--- src/include/perf_interval_pkg.sv ---
// shared constants for the interval performance register block
package perf_interval_pkg;
  // ----------------------------------------------------------------
  // interval geometry
  // ----------------------------------------------------------------
  localparam int unsigned NOMINAL_SECONDS = 900;
  localparam int unsigned DOUBT_MARGIN_S = 10;
  localparam int unsigned HISTORY_DEPTH = 16;
  localparam int unsigned HIST_IDX_W = 4;
  // ----------------------------------------------------------------
  // field widths
  // ----------------------------------------------------------------
  localparam int unsigned SECS_W = 10;
  localparam int unsigned COUNT_W = 24;
  localparam int unsigned VALUE_W = 16;
  localparam int unsigned DAILY_W = 32;
  localparam int unsigned STAMP_W = 32;
  // ----------------------------------------------------------------
  // limits and reset values
  // ----------------------------------------------------------------
  localparam logic [SECS_W-1:0] SECS_MAX = 10'h3ff;
  localparam logic [COUNT_W-1:0] COUNT_MAX = 24'hffffff;
  localparam logic [DAILY_W-1:0] DAILY_MAX = 32'hffffffff;
  localparam logic [SECS_W-1:0] SECS_LOW_OK = 10'h37a;
  localparam logic [SECS_W-1:0] SECS_HIGH_OK = 10'h38e;
  localparam logic [STAMP_W-1:0] STAMP_ZERO = 32'h00000000;
endpackage : perf_interval_pkg

--- src/hdl/perf_interval_regs.sv ---
// current quarter-hour, history queue and daily register logic
`timescale 1ns/100ps

// Functional notes
// - doubt flag set when elapsed seconds differ from 900 by over 10.
// - clock preset beyond 10 s or lost data mark interval doubtful; init marks only history entries doubtful.
// - elapsed-second counter reaches at least 900.
// - elapsed-second counter saturates until reset or transfer.
// - period end copies current into history, then clears current.
// - clock set outside interval acts as a full period end.
// - period start zeroes count and seconds, clears doubt, loads stamp.
// - current register contents always visible on report ports.
// - start of processing clears current seconds, doubt and count.
// - history of 16 shifts one older per period end, newest in entry one.
// - each history entry carries its quarter-hour end stamp.
// - clock preset leaves stored history stamps untouched.
// - any history entry readable on request.
// - start fills history with zero stamp, zero seconds, doubt true, zero count.
// - daily register accumulates each performance value.
// - daily register maximum exceeds a full interval's nominal count.
// - daily register saturates until reset or transferred.
// - daily register may be updated in batches.
module perf_interval_regs
(
  // clock and reset
  input wire logic clk_sys_in,
  input wire logic rst_b_in,
  // per-second input and ticks from the wall clock logic
  input wire logic monitor_second_tick_in,
  input wire logic [perf_interval_pkg::VALUE_W-1:0] per_second_perf_value_in,
  input wire logic quarter_hour_tick_in,
  input wire logic day_boundary_tick_in,
  input wire logic [perf_interval_pkg::STAMP_W-1:0] wall_stamp_in,
  // events from management and equipment
  input wire logic start_processing_in,
  input wire logic clock_preset_far_in,
  input wire logic clock_preset_out_of_interval_in,
  input wire logic data_lost_in,
  // report requests
  input wire logic report_req_in,
  input wire logic [perf_interval_pkg::HIST_IDX_W-1:0] report_index_in,
  // current quarter-hour report
  output logic report_valid_out,
  output logic [perf_interval_pkg::COUNT_W-1:0] cur_count_out,
  output logic [perf_interval_pkg::SECS_W-1:0] cur_seconds_out,
  output logic cur_doubt_out,
  output logic [perf_interval_pkg::STAMP_W-1:0] cur_stamp_out,
  // history report
  output logic [perf_interval_pkg::COUNT_W-1:0] hist_count_out,
  output logic [perf_interval_pkg::SECS_W-1:0] hist_seconds_out,
  output logic hist_doubt_out,
  output logic [perf_interval_pkg::STAMP_W-1:0] hist_stamp_out,
  // daily register
  output logic [perf_interval_pkg::DAILY_W-1:0] daily_running_count_out
);

  // ----------------------------------------------------------------
  // state
  // ----------------------------------------------------------------
  logic [perf_interval_pkg::COUNT_W-1:0] cur_count_q;
  logic [perf_interval_pkg::SECS_W-1:0] cur_secs_q;
  logic cur_doubt_q;
  logic [perf_interval_pkg::STAMP_W-1:0] cur_stamp_q;
  logic [perf_interval_pkg::COUNT_W-1:0] hist_count_q [perf_interval_pkg::HISTORY_DEPTH];
  logic [perf_interval_pkg::SECS_W-1:0] hist_secs_q [perf_interval_pkg::HISTORY_DEPTH];
  logic hist_doubt_q [perf_interval_pkg::HISTORY_DEPTH];
  logic [perf_interval_pkg::STAMP_W-1:0] hist_stamp_q [perf_interval_pkg::HISTORY_DEPTH];
  logic [perf_interval_pkg::DAILY_W-1:0] daily_q;
  logic [perf_interval_pkg::COUNT_W-1:0] batch_q;
  logic period_end;
  logic secs_off;
  logic [perf_interval_pkg::COUNT_W:0] count_sum;
  logic [perf_interval_pkg::DAILY_W:0] daily_sum;

  // ----------------------------------------------------------------
  // period end decode
  // ----------------------------------------------------------------
  // a preset outside the interval is handled exactly like the tick
  assign period_end = quarter_hour_tick_in | clock_preset_out_of_interval_in;
  // elapsed time outside 890..910 seconds makes the interval doubtful
  assign secs_off = (cur_secs_q < perf_interval_pkg::SECS_LOW_OK) ||
                    (cur_secs_q > perf_interval_pkg::SECS_HIGH_OK);
  assign count_sum = {1'b0, cur_count_q} + {{(perf_interval_pkg::COUNT_W
                     - perf_interval_pkg::VALUE_W + 1){1'b0}}, per_second_perf_value_in};

  // ----------------------------------------------------------------
  // current quarter-hour register
  // ----------------------------------------------------------------
  // start of processing outranks a period end: both clear the register
  always_ff @(posedge clk_sys_in or negedge rst_b_in)
  begin
    if (!rst_b_in)
    begin
      cur_count_q <= '0;
      cur_secs_q <= '0;
      cur_doubt_q <= 1'b0;
      cur_stamp_q <= perf_interval_pkg::STAMP_ZERO;
    end
    else if (start_processing_in)
    begin
      cur_count_q <= '0;
      cur_secs_q <= '0;
      cur_doubt_q <= 1'b0;
      cur_stamp_q <= wall_stamp_in;
    end
    else if (period_end)
    begin
      cur_count_q <= '0;
      cur_secs_q <= '0;
      cur_doubt_q <= 1'b0;
      cur_stamp_q <= wall_stamp_in;
    end
    else
    begin
      if (monitor_second_tick_in)
      begin
        // count saturates rather than wrapping to a misleading small value
        cur_count_q <= count_sum[perf_interval_pkg::COUNT_W] ? perf_interval_pkg::COUNT_MAX
                       : count_sum[perf_interval_pkg::COUNT_W-1:0];
        if (cur_secs_q != perf_interval_pkg::SECS_MAX)
          cur_secs_q <= cur_secs_q + 10'h001;
      end
      if (clock_preset_far_in || data_lost_in)
        cur_doubt_q <= 1'b1;
    end
  end

  // ----------------------------------------------------------------
  // history queue
  // ----------------------------------------------------------------
  // stamps only move with their entry, so a preset never rewrites them
  always_ff @(posedge clk_sys_in or negedge rst_b_in)
  begin
    if (!rst_b_in)
    begin
      for (int i = 0; i < perf_interval_pkg::HISTORY_DEPTH; i++)
      begin
        hist_count_q[i] <= '0;
        hist_secs_q[i] <= '0;
        hist_doubt_q[i] <= 1'b1;
        hist_stamp_q[i] <= perf_interval_pkg::STAMP_ZERO;
      end
    end
    else if (start_processing_in)
    begin
      for (int i = 0; i < perf_interval_pkg::HISTORY_DEPTH; i++)
      begin
        hist_count_q[i] <= '0;
        hist_secs_q[i] <= '0;
        hist_doubt_q[i] <= 1'b1;
        hist_stamp_q[i] <= perf_interval_pkg::STAMP_ZERO;
      end
    end
    else if (period_end)
    begin
      for (int i = perf_interval_pkg::HISTORY_DEPTH - 1; i > 0; i--)
      begin
        hist_count_q[i] <= hist_count_q[i-1];
        hist_secs_q[i] <= hist_secs_q[i-1];
        hist_doubt_q[i] <= hist_doubt_q[i-1];
        hist_stamp_q[i] <= hist_stamp_q[i-1];
      end
      hist_count_q[0] <= cur_count_q;
      hist_secs_q[0] <= cur_secs_q;
      hist_doubt_q[0] <= cur_doubt_q | secs_off | clock_preset_far_in | data_lost_in;
      hist_stamp_q[0] <= wall_stamp_in;
    end
  end

  // ----------------------------------------------------------------
  // daily register, updated once per quarter hour
  // ----------------------------------------------------------------
  // batching keeps the wide adder off the per-second path
  assign daily_sum = {1'b0, daily_q} + {{(perf_interval_pkg::DAILY_W
                     - perf_interval_pkg::COUNT_W + 1){1'b0}}, batch_q};

  always_ff @(posedge clk_sys_in or negedge rst_b_in)
  begin
    if (!rst_b_in)
      batch_q <= '0;
    else if (start_processing_in || day_boundary_tick_in)
      batch_q <= '0;
    else if (period_end)
      batch_q <= cur_count_q;
    else
      batch_q <= '0;
  end

  always_ff @(posedge clk_sys_in or negedge rst_b_in)
  begin
    if (!rst_b_in)
      daily_q <= '0;
    else if (start_processing_in || day_boundary_tick_in)
      daily_q <= '0;
    else if (daily_sum[perf_interval_pkg::DAILY_W])
      daily_q <= perf_interval_pkg::DAILY_MAX;
    else
      daily_q <= daily_sum[perf_interval_pkg::DAILY_W-1:0];
  end

  // ----------------------------------------------------------------
  // report outputs
  // ----------------------------------------------------------------
  always_ff @(posedge clk_sys_in or negedge rst_b_in)
  begin
    if (!rst_b_in)
    begin
      report_valid_out <= 1'b0;
      cur_count_out <= '0;
      cur_seconds_out <= '0;
      cur_doubt_out <= 1'b0;
      cur_stamp_out <= perf_interval_pkg::STAMP_ZERO;
      hist_count_out <= '0;
      hist_seconds_out <= '0;
      hist_doubt_out <= 1'b0;
      hist_stamp_out <= perf_interval_pkg::STAMP_ZERO;
      daily_running_count_out <= '0;
    end
    else
    begin
      report_valid_out <= report_req_in;
      cur_count_out <= cur_count_q;
      cur_seconds_out <= cur_secs_q;
      cur_doubt_out <= cur_doubt_q | secs_off;
      cur_stamp_out <= cur_stamp_q;
      if (report_req_in)
      begin
        hist_count_out <= hist_count_q[report_index_in];
        hist_seconds_out <= hist_secs_q[report_index_in];
        hist_doubt_out <= hist_doubt_q[report_index_in];
        hist_stamp_out <= hist_stamp_q[report_index_in];
      end
      daily_running_count_out <= daily_q;
    end
  end

  // ----------------------------------------------------------------
  // checks
  // ----------------------------------------------------------------
  property p_secs_step;
    @(posedge clk_sys_in) disable iff (!rst_b_in)
    (monitor_second_tick_in && !period_end && !start_processing_in
     && cur_secs_q < perf_interval_pkg::SECS_MAX) |=> cur_secs_q == $past(cur_secs_q) + 10'h001;
  endproperty
  a_secs_step: assert property (p_secs_step) else $error("seconds did not step");

  property p_secs_hold;
    @(posedge clk_sys_in) disable iff (!rst_b_in)
    (cur_secs_q == perf_interval_pkg::SECS_MAX && !period_end && !start_processing_in)
      |=> cur_secs_q == perf_interval_pkg::SECS_MAX;
  endproperty
  a_secs_hold: assert property (p_secs_hold) else $error("seconds wrapped");

  property p_period_clear;
    @(posedge clk_sys_in) disable iff (!rst_b_in)
    period_end |=> (cur_count_q == '0 && cur_secs_q == '0 && !cur_doubt_q);
  endproperty
  a_period_clear: assert property (p_period_clear) else $error("period start not clean");

  property p_shift;
    @(posedge clk_sys_in) disable iff (!rst_b_in)
    (period_end && !start_processing_in) |=> (hist_count_q[0] == $past(cur_count_q)
      && hist_stamp_q[1] == $past(hist_stamp_q[0]));
  endproperty
  a_shift: assert property (p_shift) else $error("history did not shift");

  property p_start_hist;
    @(posedge clk_sys_in) disable iff (!rst_b_in)
    start_processing_in |=> (hist_doubt_q[15] && hist_stamp_q[15] == '0 && hist_count_q[0] == '0);
  endproperty
  a_start_hist: assert property (p_start_hist) else $error("history init wrong");

  property p_start_cur;
    @(posedge clk_sys_in) disable iff (!rst_b_in)
    start_processing_in |=> (cur_secs_q == '0 && !cur_doubt_q && cur_count_q == '0);
  endproperty
  a_start_cur: assert property (p_start_cur) else $error("current init wrong");

  property p_doubt_set;
    @(posedge clk_sys_in) disable iff (!rst_b_in)
    ((data_lost_in || clock_preset_far_in) && !period_end && !start_processing_in) |=> cur_doubt_q;
  endproperty
  a_doubt_set: assert property (p_doubt_set) else $error("doubt not set");

  property p_daily_sat;
    @(posedge clk_sys_in) disable iff (!rst_b_in)
    (daily_q == perf_interval_pkg::DAILY_MAX && !day_boundary_tick_in && !start_processing_in)
      |=> daily_q == perf_interval_pkg::DAILY_MAX;
  endproperty
  a_daily_sat: assert property (p_daily_sat) else $error("daily wrapped");

  property p_report;
    @(posedge clk_sys_in) disable iff (!rst_b_in)
    report_req_in |=> (report_valid_out && cur_count_out == $past(cur_count_q));
  endproperty
  a_report: assert property (p_report) else $error("report stale");

endmodule : perf_interval_regs

--- config.mk ---
export PLATFORM = sky130hd
export DESIGN_NAME = perf_interval_regs
export DESIGN_NICKNAME = d
export VERILOG_FILES = /design/src/include/perf_interval_pkg.sv /design/src/hdl/perf_interval_regs.sv
export SDC_FILE = /design/constraint.sdc
export NUM_CORES = 2
export LEC_CHECK = 0
export BUFFER_PORTS_ARGS = -buffer_cell sky130_fd_sc_hd__buf_2
export CAP_MARGIN = 30
export CORE_ASPECT_RATIO = 1.4
export CORE_UTILIZATION = 50
export CTS_CLUSTER_SIZE = 28
export DETAILED_ROUTE_END_ITERATION = 16
export PLACE_DENSITY = 0.7
export REMOVE_ABC_BUFFERS = 1
export SYNTH_ARGS = -nofsm -noshare
export SYNTH_HDL_FRONTEND = slang
export SYNTH_SLANG_ARGS = --single-unit
--- constraint.sdc ---
create_clock -name clk_sys_in -period 4.7 [get_ports clk_sys_in]
set_clock_uncertainty 0.05 [all_clocks]
set_input_delay 1.41 -clock clk_sys_in [delete_from_list [all_inputs] [get_ports clk_sys_in]]
set_output_delay 1.41 -clock clk_sys_in [all_outputs]
set_load 0.005 [all_outputs]
== Yosys cells after proc, flatten, opt, wreduce, memory -nomap -nowiden ==
Index checks and enable logic that the tools add are counted.

* Register bits: 1362
* Input port bits: 62
* Output and inout port bits: 167

* Add/subtract/negate cells: 3
* $lt $le $gt $ge: 3
* Eq/ne operators: 1
* Muxes and demuxes: 37
* Bitwise logic cells: 5
* Reductions and logical operators: 8

{| class="wikitable"
|+ Operator list
! cell !! number
|-
| 2-to-1 mux 512 bit || 2
|-
| 2-to-1 mux 384 bit || 2
|-
| 2-to-1 mux 160 bit || 2
|-
| 2-to-1 mux 24 bit || 8
|-
| 2-to-1 mux 32 bit || 6
|-
| binary-select mux 32 bit (select 4 bit) || 1
|-
| binary-select mux 24 bit (select 4 bit) || 1
|-
| 2-to-1 mux 10 bit || 6
|-
| binary-select mux 10 bit (select 4 bit) || 1
|-
| adder 32 x 24 -> 33 bit || 1
|-
| 2-to-1 mux 16 bit || 2
|-
| adder 24 x 16 -> 25 bit || 1
|-
| adder 10 x 1 -> 10 bit (second input constant) || 1
|-
| > comparator 10 bit (second input constant) || 1
|-
| less-than comparator 10 bit (second input constant) || 1
|-
| != test 10 bit (second input constant) || 1
|-
| nonzero test 3 bit || 3
|-
| greater-or-equal comparator 5 bit (second input constant) || 1
|-
| 2-to-1 mux 1 bit || 5
|-
| inverter 4 -> 5 bit || 1
|-
| binary-select mux 1 bit (select 4 bit) || 1
|-
| OR 1 bit || 4
|-
| logical OR 1 bit || 3
|-
| AND reduction 2 bit || 1
|-
| nonzero test 2 bit || 1
|}

== Logic depth before layout (Yosys ltp) ==
* Word-level depth: 7
* Mapped depth: 11

== Worst setup path before layout ==
Ideal clock, no wire load.

* Path type: input port to flip-flop
* From: in per_second_perf_value_in[0] in the netlist's numbering
* To: reg cur_count_q[10] in the netlist's numbering
* Setup time: 0.141 ns
* Arrival time: 3.457 ns
* Required time: 4.509 ns
* Setup slack: 1.052 ns
* Stages: 11
* Cells stage by stage: ha_1 > fa_1 > a211oi_1 > o21bai_1 > nand4_1 > nand3_1 > a211oi_2 > o21a_1 > buf_2 > buf_2 > a31oi_1

* Longest elaborated chain between the ends: 5

{| class="wikitable"
|+ Ends and longest elaborated chain
! item !! RTL line !! RTL
|-
| start: declaration || perf_interval_regs.sv:30 || <nowiki>input wire logic [perf_interval_pkg::VALUE_W-1:0] per_second_perf_value_in,</nowiki>
|-
| adder 24 x 16 -> 25 bit || perf_interval_regs.sv:83 || <nowiki>assign count_sum = {1'b0, cur_count_q} + {{(perf_interval_pkg::COUNT_W</nowiki>
|-
| 2-to-1 mux 24 bit || perf_interval_regs.sv:118 || <nowiki>cur_count_q <= count_sum[perf_interval_pkg::COUNT_W] ? perf_interval_pkg::COUNT_MAX</nowiki>
|-
| 2-to-1 mux 24 bit || perf_interval_regs.sv:115 || <nowiki>if (monitor_second_tick_in)</nowiki>
|-
| 2-to-1 mux 24 bit || perf_interval_regs.sv:106 || <nowiki>else if (period_end)</nowiki>
|-
| 2-to-1 mux 24 bit || perf_interval_regs.sv:99 || <nowiki>else if (start_processing_in)</nowiki>
|-
| end signal: assignment || perf_interval_regs.sv:118 ||
|-
| end: declaration || perf_interval_regs.sv:60 || <nowiki>logic [perf_interval_pkg::COUNT_W-1:0] cur_count_q;</nowiki>
|}

No other way between the ends. The select of a mux whose other input is x is not followed.
A chain may end at the register's enable or synchronous reset.

== Worst setup path after layout ==
* From: reg daily_q[0] in the netlist's numbering
* To: reg daily_q[14] in the netlist's numbering

* Longest elaborated chain between the ends: 3

{| class="wikitable"
|+ Ends and longest elaborated chain
! item !! RTL line !! RTL
|-
| start: declaration || perf_interval_regs.sv:68 || <nowiki>logic [perf_interval_pkg::DAILY_W-1:0] daily_q;</nowiki>
|-
| start signal: assignment || perf_interval_regs.sv:196 || <nowiki>daily_q <= perf_interval_pkg::DAILY_MAX;</nowiki>
|-
| start signal: assignment || perf_interval_regs.sv:198 || <nowiki>daily_q <= daily_sum[perf_interval_pkg::DAILY_W-1:0];</nowiki>
|-
| adder 32 x 24 -> 33 bit || perf_interval_regs.sv:174 || <nowiki>assign daily_sum = {1'b0, daily_q} + {{(perf_interval_pkg::DAILY_W</nowiki>
|-
| 2-to-1 mux 32 bit || perf_interval_regs.sv:195 || <nowiki>else if (daily_sum[perf_interval_pkg::DAILY_W])</nowiki>
|-
| 2-to-1 mux 32 bit || perf_interval_regs.sv:193 || <nowiki>else if (start_processing_in || day_boundary_tick_in)</nowiki>
|}

No other way between the ends.

==> metrics.md <==
| Metric | Value |
|---|---|
| Multi-input gate area | 0.0252 mm2 |
| Tightest Pin Transition | 1090 ps |
| Pwr dens | 359 mW/mm2 |
| Crit path max-delay family | compound AO/OA/AOI/OAI gates |
| Post-synth top area share | 55.1% |
| Post-synth top cells | nand2_1 (2270), dfrtp_1 (1346), a21oi_1 (1113) |
| Post-synthesis simple-gate area fraction | 15.4% |
| Compound-Gate Fraction of Synth Area | 10.6% |
| Final setup vio count | 0 |
| Post-CTS setup buffer count | 0 |
| Outcome | finished, final reports clean |
| Worst-path clk slew | 60 ps |
| Post-synthesis sequential area ratio | 55.8% |
| Area post-placement | 0.0640 mm2 |
| H-tree levels | 4 |
| CTS Hold Buffers Added | 0 |
| Sw frac | 23.4% |
| Clock sinks | 1362 |
| DP Wirelength | 87100 um |
| Number of global-route vias before repair | 43900 |
| EDFF count, synth | 0 |
| CTS Buffer Depth | 3 |
| Dpl cells | 7499 |
| Synth warn | 0 |
| Vias per cell | 5.71 |
| Global-route wire length before repair | 236000 um |
| Cell Int Power | 18900 uW |
| Number of detailed-route iterations in the first pass | 5 |
| CP peak stage delay | 460 ps |
| Post-Layout Inst Area | 0.0687 mm2 |
| Fin crit share | 72.9% |
| CTS tree | built |
| Mapped Avg Cell Area | 10.2 um2 |
| Largest net degree at the start of global routing | 216 |
| Initial DRC Count | 3733 |
| Routed WL | 143000 um |
| Gr ovfl total | 0 |
| Fin. Hold Viols | 0 |
| Mux cell area share after synthesis | 13.6% |
| XOR/XNOR Fraction of Synth Area | 0.630% |
| Largest family of logic cells by synthesized area | simple AND/OR/NAND/NOR gates |
| PostCTS Resize Cnt | 0 |
| Fin worst setup slack | 1270 ps |
| Setup crit end kind | flop |
| # port buffers | 228 |
| Critical Path RT | 5260 ps |
| Core area | 0.121 mm2 |
| Synth Area in Adders | 0.905% |
| Combinational power share | 5.8% |
| Sw power | 5780 uW |
| P&R area growth vs syn | 12.4% |
| Most common cell in the netlist | nand2_1 |
| Die area | 0.124 mm2 |
| Netlist cell types | 60 |
| Filler cells | 10000 |
| Top post-synthesis cells by area | dfrtp_1 (55%), nand2_1 (14%), mux4_2 (12%), a21oi_1 (9.1%), clkbuf_1 (2.5%) |
| WL per Instance | 18.4 um |
| Post-route ant nets | 0 |
| Die height | 416 um |
| CP Launch Type | flop |
| Crit-path cells | ha_1 > fa_1 > a211oi_1 > o21ai_2 > a31oi_1 > o41ai_4 > o21ai_2 > a21oi_4 > nand2_2 > a31oi_1 |
| Crit path max fanout | 23 |
| FP Rows | 151 |
| Worst Path Arrival | 3990 ps |
| Mapped Cells | 6011 |
| Root buffer cell | clkbuf_16 |
| Hold Path Class | reg2reg |
| Synthesized flop and latch total | 1362 |
| FFs w/ async S/R, synth | 100% |
| Gr usage total | 23.4% |
| Max frequency | 292 MHz |
| Initial Utilization | 50.5% |
| Clock group share of total power | 45.8% |
| Layout cells sized above 1 | 16.4% |
| Unrepaired setup endpoints after global routing | no |
| Clk_lat worst skew | 770 ps |
| GPL Wtd Cong | 0.859 |
| Max stage delay cell, worst path | nand2_2 |
| Initial antenna violation count | 4 |
| Sequential share of power | 48.3% |
| Minimum clock period | 3430 ps |
| Via count | 44300 |
| CTS buffer count | 136 |
| Mapped cell area | 0.0611 mm2 |
| Buf/Inv on CP | 0 |
| Hold_ws | 321 ps |
| Nets | 6138 |
| Drt drc | 0 |
| Reg area | 0.0341 mm2 |
| Num ports | 229 |
| Rel. slew slack | 27.5% |
| Dpl ws | 573 ps |
| Setup TNS | 0 ps |
| Final Non-Filler Cells | 7751 |
| Max-cap violations | 0 |
| Die X | 298 um |
| Post-synth top area cell | dfrtp_1 |
| P_leak | 0.0294 uW |
| Main flop type after synthesis | dfrtp_1 |
| Maximum vdd drop | 0.354 mV |
| Max Slew Vio Count | 0 |
| Type of the worst setup path | reg2reg |
per-stage QoR:
| stage | total power (uW) | util [%] |
|---|---|---|
| after floorplan | 12700 | - |
| after global placement | 13600 | 52.9 |
| after detailed placement | 13600 | 52.9 |
| after CTS | 24900 | 56.7 |
| after global routing | 25500 | 56.8 |
| final | 24700 | 56.8 |
cells in the final DEF (no fill, tap or decap), types with 25 or more instances in the layout:
| master | Yosys | routed |
|---|---|---|
| nand2_1 | 2270 | 2270 |
| ha_1 | 41 | 41 |
| buf_2 | 29 | 221 |
| and3_1 | 34 | 34 |
| clkbuf_16 | 0 | 138 |
| clkbuf_8 | 0 | 28 |
| mux2_2 | 67 | 67 |
| mux4_2 | 335 | 335 |
| clkbuf_1 | 414 | 31 |
| a21oi_1 | 1113 | 1113 |
| buf_4 | 0 | 81 |
| a31oi_1 | 25 | 25 |
| dfrtp_1 | 1346 | 1346 |
| nor2_1 | 43 | 40 |
| o21ai_0 | 32 | 32 |
| xor2_1 | 29 | 29 |
| buf_12 | 0 | 46 |
path summary, 6_finish.rpt:
kind	to	depth (start not counted)	slack, ps	from
min reg2reg	cur_stamp_out[22]$_DFF_PN0_	0	320	cur_stamp_q[22]$_DFFE_PN0N_
min	cur_stamp_out[22]$_DFF_PN0_	0	320	cur_stamp_q[22]$_DFFE_PN0N_
max	daily_q[14]$_DFF_PN0_	10	1270	daily_q[0]$_DFF_PN0_
min in group asynchronous	hist_stamp_q[347]$_DFFE_PN0N_	1	560	rst_b_in
max reg2reg	daily_q[14]$_DFF_PN0_	10	1270	daily_q[0]$_DFF_PN0_
max in group asynchronous	hist_secs_q[0]$_DFFE_PN0N_	2	2860	rst_b_in
power groups by stage:
| stage | sequential (uW) | clock [uW] | combinational, uW |
|---|---|---|---|
| 6_report | 11900 | 11300 | 1440 |
| 3_5_place_dp | 12100 | 0 | 1460 |
| 2_1_floorplan | 12100 | 0 | 546 |
| 3_3_place_gp | 12100 | 0 | 1450 |
| 4_1_cts | 11900 | 11500 | 1460 |
| 5_1_grt | 11900 | 12000 | 1590 |
metal layers:
layer	global-route usage, %	up-vias	part of all wire (%)
li1	-	20400	-
met1	32.6	22600	43
met2	38.3	1059	50
met3	2.74	226	4.4
met4	7.86	0	2.7
met5	0	-	0
sequential cells by signal (all words and copies together), names as in the netlist:
signal,cells
cur_count_q,24
cur_stamp_out,32
batch_q,24
cur_doubt_out,1
daily_q,32
daily_running_count_out,32
report_valid_out,1
cur_seconds_out,10
hist_stamp_out,32
hist_stamp_q,512
cur_doubt_q,1
hist_secs_q,160
cur_count_out,24
cur_secs_q,10
hist_seconds_out,10
hist_doubt_out,1
hist_doubt_q,16
hist_count_q,384
hist_count_out,24
cur_stamp_q,32
cells by family (layout without fill, tap and decap cells):
logic type,after synthesis,in the layout
XOR/XNOR,44,44
multiplexers,403,403
flip-flops,1362,1362
AND/OR/NAND/NOR,2433,2433
AO/OA/AOI/OAI,1244,1244
buffers and inverters,482,615
other,0,1
adder cells (fa/ha/maj),43,43
area by class of cell:
cell class	instances	share of cell area [%]
Antenna cell	1	0.00364
Clock buffer	197	5.75
Clock inverter	52	0.990
Inverter	11	0.0601
Multi-Input combinational cell	4167	36.6
Sequential cell	1362	49.6
Tap cell	1606	2.92
Timing Repair Buffer	355	4.02
No activity file was read; power rests on OpenSTA's default activity.
